===== src/icu_pkg.sv =====
package icu_pkg;
  // register byte addresses on the core bus
  localparam logic [23:0] ADDR_VECTOR    = 24'hff_fe00;
  localparam logic [23:0] ADDR_NMI_STAT  = 24'hff_fe02;
  localparam logic [23:0] ADDR_NMI_CTRL  = 24'hff_fe04;
  localparam logic [23:0] ADDR_PEND_LOW  = 24'hff_fe0a;
  localparam logic [23:0] ADDR_PEND_HIGH = 24'hff_fe0c;
  localparam logic [23:0] ADDR_MASK_LOW  = 24'hff_fe0e;
  localparam logic [23:0] ADDR_MASK_HIGH = 24'hff_fe10;
  // field positions
  localparam int NMI_EN_BIT   = 0;
  localparam int NMI_PIN_BIT  = 1;
  localparam int NMI_LOCK_BIT = 2;
  localparam int NMI_FLAG_BIT = 0;
  // reset values and codes
  localparam logic [15:0] MASK_RESET  = 16'hffff;
  localparam logic [7:0]  VECTOR_BASE = 8'h10;
  localparam int          NUM_IRQ     = 32;
  // host-side cycle counts
  localparam int ACK_WAIT_CYCLES = 2;
endpackage


===== src/core_bus_if.sv =====
`timescale 1ns/1ps
// core bus between cpu side and interrupt controller
interface core_bus_if;
  logic [23:0] addr;
  logic        rd;
  logic        wr;
  logic [15:0] wdata;
  logic [15:0] rdata;
  logic        ack;
  logic        irqReq;
  logic        nmiTrap;
  modport device (input addr, rd, wr, wdata, ack,
                  output rdata, irqReq, nmiTrap);
  modport host (output addr, rd, wr, wdata, ack,
                input rdata, irqReq, nmiTrap);
endinterface // core_bus_if


===== src/icu_device.sv =====
`timescale 1ns/1ps
// Behaviour
// - nmi off at reset; lock keeps it on
// - plain enable lasts until next nmi
// - 31 level requests, fixed priority, one request
// - cpu takes irq only when globally enabled
// - each source gated by its mask bit
// - request line zero tied inactive
// - vector equals 10h plus request number
// - vector shows highest active enabled request
// - cpu acknowledge reads vector byte
// - code 10h goes to default handler
// - nmi status read-only, cleared on read
// - status bit 0 flags outside nmi
// - trap on falling edge while enabled
// - hardware clears enable on nmi event
// - enable set only while flag clear
// - control bit 1 shows pin state
// - lock set by software, reset clears
// - software writes zeros to reserved bits
// - vector stable during acknowledge cycle
// - low mask resets ones, bit 0 ignored
// - high mask resets ones, bit n irq 16+n
// - pending registers show raw request lines
// - nmi pin synchronised before edge detect
module icu_device
  import icu_pkg::*;
(
  // clock and reset
  input  wire logic        clk,
  input  wire logic        arst_n,
  // core bus
  core_bus_if.device       bus,
  // peripheral requests and nmi pin
  input  wire logic [31:1] irqLines,
  input  wire logic        nmiPin_n
);
  typedef struct packed {
    logic [15:0] maskLow;
    logic [15:0] maskHigh;
    logic        nmiEn;
    logic        nmiLock;
    logic        nmiFlag;
    logic [7:0]  vector;
    logic        irqReq;
    logic        nmiTrap;
    logic [15:0] rdata;
  } dev_t;
  dev_t st_reg;
  dev_t st_next;

  logic        pinAsserted;
  logic        fallPulse;
  logic [31:0] pending;
  logic [31:0] enabled;
  logic [31:0] maskWord;
  logic [4:0]  topIdx;
  logic        nmiArmed;
  logic        nmiEvent;
  // one select per register; only the status select feeds a side effect, reads and writes decode bus.addr directly
  logic        selVector;
  logic        selStat;
  logic        selCtrl;
  logic        selPendLow;
  logic        selPendHigh;
  logic        selMaskLow;
  logic        selMaskHigh;
  logic        statRead;
  logic        ctrlWrite;

  // pin arrives asynchronously, so it is synchronised first
  nmi_sync u_sync (
    .clk         (clk),
    .arst_n      (arst_n),
    .nmiPin_n    (nmiPin_n),
    .pinAsserted (pinAsserted),
    .fallPulse   (fallPulse)
  );

  // highest set bit wins; empty gives line zero (code 10h)
  function automatic logic [4:0] top_index(input logic [31:0] v);
    logic [4:0] idx;
    idx = 5'd0;
    for (int i = 1; i < NUM_IRQ; i++) begin
      if (v[i]) begin
        idx = 5'(i);
      end
    end
    return idx;
  endfunction

  // full address match; the bus carries byte addresses
  function automatic logic reg_hit(input logic [23:0] a,
                                   input logic [23:0] target);
    return a == target;
  endfunction

  // raw request lines; nothing drives line zero
  assign pending  = {irqLines, 1'b0};

  // line zero never enables, whatever its mask bit holds
  assign maskWord[0] = 1'b0;

  // one gate per line keeps the mask-to-line mapping in plain view
  for (genvar g = 1; g < NUM_IRQ; g++) begin : g_gate
    if (g < 16) begin : g_low
      assign maskWord[g] = st_reg.maskLow[g];
    end else begin : g_high
      assign maskWord[g] = st_reg.maskHigh[g-16];
    end
  end

  // a line counts only when it is both raised and enabled
  assign enabled  = pending & maskWord;
  assign topIdx   = top_index(enabled);

  // address decode; reads of a wrong address simply return zero
  assign selVector   = reg_hit(bus.addr, ADDR_VECTOR);
  assign selStat     = reg_hit(bus.addr, ADDR_NMI_STAT);
  assign selCtrl     = reg_hit(bus.addr, ADDR_NMI_CTRL);
  assign selPendLow  = reg_hit(bus.addr, ADDR_PEND_LOW);
  assign selPendHigh = reg_hit(bus.addr, ADDR_PEND_HIGH);
  assign selMaskLow  = reg_hit(bus.addr, ADDR_MASK_LOW);
  assign selMaskHigh = reg_hit(bus.addr, ADDR_MASK_HIGH);

  // strobes qualified by their register
  assign statRead  = bus.rd & selStat;
  assign ctrlWrite = bus.wr & selCtrl;

  // the edge is only honoured while one of the two enables stands
  assign nmiArmed = st_reg.nmiLock | st_reg.nmiEn;
  assign nmiEvent = fallPulse & nmiArmed;

  // register file, vector and nmi tracking
  always_comb begin
    st_next         = st_reg;
    st_next.nmiTrap = nmiEvent;
    st_next.irqReq  = |enabled;
    // vector frozen while the cpu is acknowledging
    // while unfrozen the code may move every cycle; only ack is safe
    if (!bus.ack) begin
      st_next.vector = VECTOR_BASE + {3'b000, topIdx};
    end
    // read data mux; unmapped reads return zero
    st_next.rdata = 16'h0000;
    if (bus.rd) begin
      case (bus.addr)
        ADDR_VECTOR:    st_next.rdata = {8'h00, st_next.vector};
        ADDR_NMI_STAT:  st_next.rdata = {15'h0000, st_reg.nmiFlag};
        ADDR_NMI_CTRL:  st_next.rdata = {13'h0000, st_reg.nmiLock,
                                         pinAsserted, st_reg.nmiEn};
        ADDR_PEND_LOW:  st_next.rdata = pending[15:0];
        ADDR_PEND_HIGH: st_next.rdata = pending[31:16];
        ADDR_MASK_LOW:  st_next.rdata = st_reg.maskLow;
        ADDR_MASK_HIGH: st_next.rdata = st_reg.maskHigh;
        default:        st_next.rdata = 16'h0000;
      endcase
    end
    // status read clears flag; a new event in the same cycle wins
    if (statRead) begin
      st_next.nmiFlag = 1'b0;
    end
    if (bus.wr) begin
      case (bus.addr)
        ADDR_MASK_LOW:  st_next.maskLow  = bus.wdata;
        ADDR_MASK_HIGH: st_next.maskHigh = bus.wdata;
        ADDR_NMI_CTRL: begin
          if (bus.wdata[NMI_LOCK_BIT]) begin
            st_next.nmiLock = 1'b1;
          end
          if (!bus.wdata[NMI_EN_BIT]) begin
            st_next.nmiEn = 1'b0;
          end else if (!st_reg.nmiFlag) begin
            st_next.nmiEn = 1'b1;
          end
        end
        default: ;
      endcase
    end
    if (nmiEvent) begin
      st_next.nmiFlag = 1'b1;
      st_next.nmiEn   = 1'b0;
    end
  end

  always_ff @(posedge clk or negedge arst_n) begin
    if (!arst_n) begin
      st_reg          <= '0;
      st_reg.maskLow  <= MASK_RESET;
      st_reg.maskHigh <= MASK_RESET;
      st_reg.vector   <= VECTOR_BASE;
    end else begin
      st_reg <= st_next;
    end
  end

  assign bus.rdata   = st_reg.rdata;
  assign bus.irqReq  = st_reg.irqReq;
  assign bus.nmiTrap = st_reg.nmiTrap;
endmodule // icu_device


===== src/nmi_sync.sv =====
`timescale 1ns/1ps
// two-stage synchroniser plus falling-edge detect for the nmi pin
module nmi_sync (
  // clock and reset
  input  wire logic clk,
  input  wire logic arst_n,
  // pin and results
  input  wire logic nmiPin_n,
  output logic      pinAsserted,
  output logic      fallPulse
);
  typedef struct packed {
    logic s1;
    logic s2;
    logic s3;
  } sync_t;
  sync_t st_reg;
  sync_t st_next;

  // s1 feeds only s2; reset to idle-high
  always_comb begin
    st_next    = st_reg;
    st_next.s1 = nmiPin_n;
    st_next.s2 = st_reg.s1;
    st_next.s3 = st_reg.s2;
  end

  always_ff @(posedge clk or negedge arst_n) begin
    if (!arst_n) begin
      st_reg <= '1;
    end else begin
      st_reg <= st_next;
    end
  end

  assign pinAsserted = ~st_reg.s2;
  assign fallPulse   = st_reg.s3 & ~st_reg.s2;
endmodule // nmi_sync


===== src/flat_wrapper.sv =====
// flat-port wrapper written by rule: the top's interface ports become plain ports
module icu_device_flat import icu_pkg::*;
  (clk, arst_n, irqLines, nmiPin_n, bus_addr, bus_rd, bus_wr, bus_wdata, bus_ack, bus_rdata, bus_irqReq, bus_nmiTrap);
  core_bus_if bus_i ();
  input  wire logic clk;
  input  wire logic arst_n;
  input  wire logic [31:1] irqLines;
  input  wire logic nmiPin_n;
  input wire logic [$bits(bus_i.addr)-1:0] bus_addr;
  input wire logic [$bits(bus_i.rd)-1:0] bus_rd;
  input wire logic [$bits(bus_i.wr)-1:0] bus_wr;
  input wire logic [$bits(bus_i.wdata)-1:0] bus_wdata;
  input wire logic [$bits(bus_i.ack)-1:0] bus_ack;
  output wire logic [$bits(bus_i.rdata)-1:0] bus_rdata;
  output wire logic [$bits(bus_i.irqReq)-1:0] bus_irqReq;
  output wire logic [$bits(bus_i.nmiTrap)-1:0] bus_nmiTrap;
  assign bus_i.addr = bus_addr;
  assign bus_i.rd = bus_rd;
  assign bus_i.wr = bus_wr;
  assign bus_i.wdata = bus_wdata;
  assign bus_i.ack = bus_ack;
  assign bus_rdata = bus_i.rdata;
  assign bus_irqReq = bus_i.irqReq;
  assign bus_nmiTrap = bus_i.nmiTrap;
  icu_device u_core (.clk(clk), .arst_n(arst_n), .bus(bus_i), .irqLines(irqLines), .nmiPin_n(nmiPin_n));
endmodule

===== config.mk =====
export PLATFORM = sky130hd
export DESIGN_NAME = icu_device_flat
export DESIGN_NICKNAME = d
export VERILOG_FILES = /design/src/icu_pkg.sv /design/src/core_bus_if.sv /design/src/icu_device.sv /design/src/nmi_sync.sv /design/src/flat_wrapper.sv
export SDC_FILE = /design/constraint.sdc
export NUM_CORES = 1
export LEC_CHECK = 0
export BUFFER_PORTS_ARGS = -buffer_cell sky130_fd_sc_hd__buf_2
export CORE_MARGIN = 2
export CORE_UTILIZATION = 28
export CTS_CLUSTER_SIZE = 16
export DETAILED_ROUTE_END_ITERATION = 12
export RECOVER_POWER = 50
export REMOVE_ABC_BUFFERS = 1
export SYNTH_ARGS = -nofsm -noshare
export SYNTH_HDL_FRONTEND = slang
export SYNTH_HIERARCHICAL = 1
export SYNTH_SLANG_ARGS = --single-unit

===== constraint.sdc =====
create_clock -name clk -period 4.4 [get_ports clk]
set_input_delay 0.66 -clock clk [delete_from_list [all_inputs] [get_ports clk]]
set_output_delay 0.66 -clock clk [all_outputs]
set_load 0.1 [all_outputs]

Word-level counts from Yosys, hierarchy flattened
Cells that the tools add are included.
{"block": "classes", "addsub": 1, "n_mul": 0, "n_div": 0, "magnitude_cmp": 0, "eq_ne": 8, "shift": 0, "muxes": 42, "n_bitwise": 6, "n_reduce_logical": 8}
{"cell": "equality test 24 bit, second input constant", "count": 7}
{"cell": "2-to-1 mux 5 bit", "count": 30}
{"cell": "one-hot mux 16 bit (7 select lines)", "count": 1}
{"cell": "bitwise AND 32 bit", "count": 1}
{"cell": "OR reduction 32 bit", "count": 1}
{"cell": "2-to-1 mux 16 bit", "count": 1}
{"cell": "2-to-1 mux 8 bit", "count": 1}
{"cell": "2-to-1 mux 1 bit", "count": 7}
{"cell": "adder 5 x 5 -> 6 bit, first input constant", "count": 1}
{"cell": "AND reduction 3 bit", "count": 2}
{"cell": "nonzero test 2 bit", "count": 3}
{"cell": "2-to-1 mux 2 bit", "count": 2}
{"cell": "AND reduction 2 bit", "count": 2}
{"cell": "bitwise AND 1 bit", "count": 3}
{"cell": "!= test 3 bit, second input constant", "count": 1}
{"cell": "NOT 1 bit", "count": 1}
{"cell": "bitwise OR 1 bit", "count": 1}
{"block": "totals", "reg_bits": 64, "latch_bits": 0, "mem_bits_rw": 0, "mem_bits_ro": 0, "in_bits": 77, "out_inout_bits": 18, "word_cells": 77, "n_memories": 0}

Depth between registers and ports, before layout
{"block": "logic_depth", "word_depth": 36, "mapped_depth": 9, "depth_no_buf": 7}

By module
Netlist, hierarchy kept.
{"mod": "icu_device", "n_inst": 1, "cells_per_inst": 338, "area_each_um2": 3563.4, "seq_area_each_um2": 1567.8}
{"mod": "nmi_sync", "n_inst": 1, "cells_per_inst": 5, "area_each_um2": 88.8, "seq_area_each_um2": 78.8}

Least setup slack after synthesis
Ideal clock, no wire load.
{"block": "synth_timing", "path_kind": "input to register", "from": "in bus_addr[0]", "to": "reg u_core.st_reg (netlist bit u_core/maskWord[10])", "setup_ns": 0.082, "arrival_ns": 2.607, "t_required_ns": 4.318, "path_slack_ns": 1.711, "stages": 9, "n_path_buf": 4, "cell_sequence": "or4_4 -> buf_6 -> nor3_4 -> and3_1 -> buf_6 -> and2_4 -> buf_8 -> buf_12 -> mux2_4"}
{"block": "synth_via", "elab_chain_cells": 2}
{"element": "start, declared", "line_no": "flat_wrapper.sv:9", "rtl": "input wire logic [$bits(bus_i.addr)-1:0] bus_addr;"}
{"element": "equality test 24 bit"}
{"element": "AND reduction 2 bit (no line)"}
{"element": "end signal, assigned", "line_no": "icu_device.sv:193", "rtl": "st_reg <= st_next;"}
{"element": "end, declared", "line_no": "icu_device.sv:49", "rtl": "dev_t st_reg;"}
No other way between the ends.
A chain may end at the register's enable or synchronous reset.

Worst setup path after layout
{"block": "layout_timing", "from": "in bus_addr[8]", "to": "reg u_core.st_reg (netlist bit u_core/maskWord[27])"}
Same word-level chain as after synthesis.

==> metrics <==
antenna diode count 0; H-Tree Depth 3; Final HPWL DP 8.33 mm; Total Wirelength 10.4 mm; busiest grt layer met2; die height 118 µm; Core ar. 0.0127 mm²; Hold EP u_core/u_sync/st_next[0]; Post-synth EDFFs 0; DR vias 3136; Hold Path Cell Cnt 0; GRT overflow 0; antenna viol nets, final 0; Post-Synth XOR/XNOR Area 0%; fraction of the mapped netlist area in simple logic gates 13.6%; initial core utilization 28.8%; r2r startpoint u_core/maskWord[23]; pin count of the biggest net entering global routing 34; top cell type's share of synthesized area 25.9%; crit path kind in2reg; GRT Total Usage 15.0%; routability cong. 0.983; global-route wire length before repair 16.5 mm; peak supply drop 0.172 mV; top cells by area, synth dfstp_2, dfrtp_1, mux2_2, a22oi_1, mux2_4; TritonCTS clock tree done; Synth area leader dfstp_2; nets 496; PortBufs 94; area post-placement 0.00412 mm²; Slew @ Worst Pin 1.70 ns; final worst-path cycle share 69.6%; layout cells sized above 1 42.9%; Hold-fix buffers, CTS 0; grt met1 use 19.3%; Netlist cell types 53; GR Util met3 3.86%; min Tclk post-route 3.06 ns; met2 GRT Util 24.0%; Worst EP required 4.65 ns; violated checks max-capacitance violations, max-slew violations; max reg flops 31; Final Max Slew Viols 67; Post-Synth Adder-Cell Area 0%; CP Capture Type flip-flop; Syn. warnings 6; drt drc 0; Hold Startpoint u_core/u_sync/st_next[1]; RR Endpoint u_core/bus.rdata[5]; Worst R2R Path Depth 6; IO Pins 95; leak pwr 1.90 nW; Hold Fails Final Rpt 0; Initial DRT Pass Iterations 8; mux share of post-synthesis cell area 12.9%; Syn Std Cell Area 0.00365 mm²; die area 0.0140 mm²; root buffer cell clkbuf_16; Max Fclk 327 MHz; reg-to-reg slack, setup 2.43 ns; status finished with violations; clock slew at reported path FFs 0.05 ns; crit path launch type input port; worst skew pair latency 0.32 ns; Main synth FF type dfstp_2; Synth Register Bits 64; drt first-iter violations 349; num rows 41; Async SR Flop Fraction 100%; vias in the first global route 3132; RSZ-0062 raised after global routing false; Setup Skew 0.00755 ns; setup TNS 0 ns; register area share after synthesis 45.1%; Arr. time, crit path 3.31 ns; total CTS buffers 9; setup bufs post-CTS 0; crit path max fanout 17; initial antenna violation count 0; Pwr per Cell Area 300 mW/mm²; drt wl/cell 17.5 µm; Compound-Gate Fraction of Synth Area 21.0%; Slew HR -13.1%; largest family of logic cells by synthesized area compound AO/OA/AOI/OAI gates; CTS max path bufs 2; maxcap violations 2; chip width 118 µm; vias per std cell 5.26; Final Cell Area 0.00437 mm²; Final setup viols 0; Syn-to-layout area delta 19.7%; synthesized instance count 343; PostCTS Resize Cnt 0; HP Class reg2reg; clock sink count 64; Mean Syn Cell Area 10.6 µm²
## cells by family after synthesis
kind of cell	after synthesis
AO/OA/AOI/OAI	98
flip-flops	64
AND/OR/NAND/NOR	100
buffers and inverters	42
multiplexers	39
## Yosys cell counts, types with 10 or more instances
master    count
a21oi_1      10
a222oi_1     12
a22o_1       15
a22oi_1      22
buf_4        16
dfrtp_1      28
dfstp_2      36
inv_1        12
mux2_2       26
mux2_4       10
nand2_1      32
nor2_1       27
## metal layers
layer	part of all wire, %	routed length (µm)
met1	44	4550
met2	47	4940
met3	6.6	685
met4	2.6	269
met5	0	0
## critical path, stage by stage
cell and delay (ns):
buf_2 0.09, nand4b_1 0.18, nor4_1 0.63, and2_1 0.54, nand3_1 0.69, mux2_2 0.51
## metrics by stage
step | hold WS (ns) | util [%] | setup slack, ns | power, mW | cells
final | 0.360 | 34.5 | 1.34 | 1.31 | 596
after global routing | 0.366 | 34.5 | 0.632 | 1.37 | 596
after CTS | 0.356 | 34.6 | 1.41 | 1.33 | 596
after detailed placement | 0.348 | 32.5 | 1.07 | 0.707 | 580
after global placement | 0.346 | 32.5 | 1.14 | 0.704 | 580
after floorplan | 0.345 | - | 1.76 | 0.631 | 313
## area by class of cell
cell class                      instances  area, µm²
Tap cell                              172        215
Fill cell                            1322       8300
Timing Repair Buffer                   95        470
Sequential cell                        64       1650
Multi-Input combinational cell        237       1740
Clock inverter                          4       22.5
Inverter                               12       45.0
Clock buffer                           12        236
## cell usage in the layout (no fill, tap or decap), drive strengths merged, types with 2 or more instances in the layout
master	n
mux2	36
and2	6
nand4	8
o22ai	2
nor4	2
clkinv	3
o32ai	2
o21bai	2
nor3	7
or3	2
nor2b	2
clkbuf	16
dfrtp	28
a211oi	2
buf	91
nor2	27
a221oi	2
inv	12
a22oi	22
o21ai	5
a21oi	10
a32o	2
dfstp	36
a22o	15
a31oi	3
mux2i	3
o211ai	4
nand3	5
a222oi	12
o2111ai	2
and3	2
nand4b	3
nand2	32
a32oi	4
o31ai	3
## power by group
group | total, mW | switching (mW) | internal (mW)
Clock | 0.614 | 0.236 | 0.378
Combinational | 0.0974 | 0.0596 | 0.0378
Sequential | 0.599 | 0.00160 | 0.597
## worst max-delay path by stage
| stage | cells past startpoint | start | to |
|---|---|---|---|
| final | 6 | bus_addr[8] | u_core/maskWord[27] |
| after global routing | 2 | arst_n | u_core/bus.rdata[6] |
| after CTS | 6 | bus_addr[8] | u_core/maskWord[27] |
| after detailed placement | 6 | bus_addr[8] | u_core/maskWord[27] |
| after global placement | 6 | bus_addr[8] | u_core/maskWord[31] |
| after floorplan | 5 | bus_addr[0] | u_core/maskWord[15] |
Power figures use the tool's default switching activity.
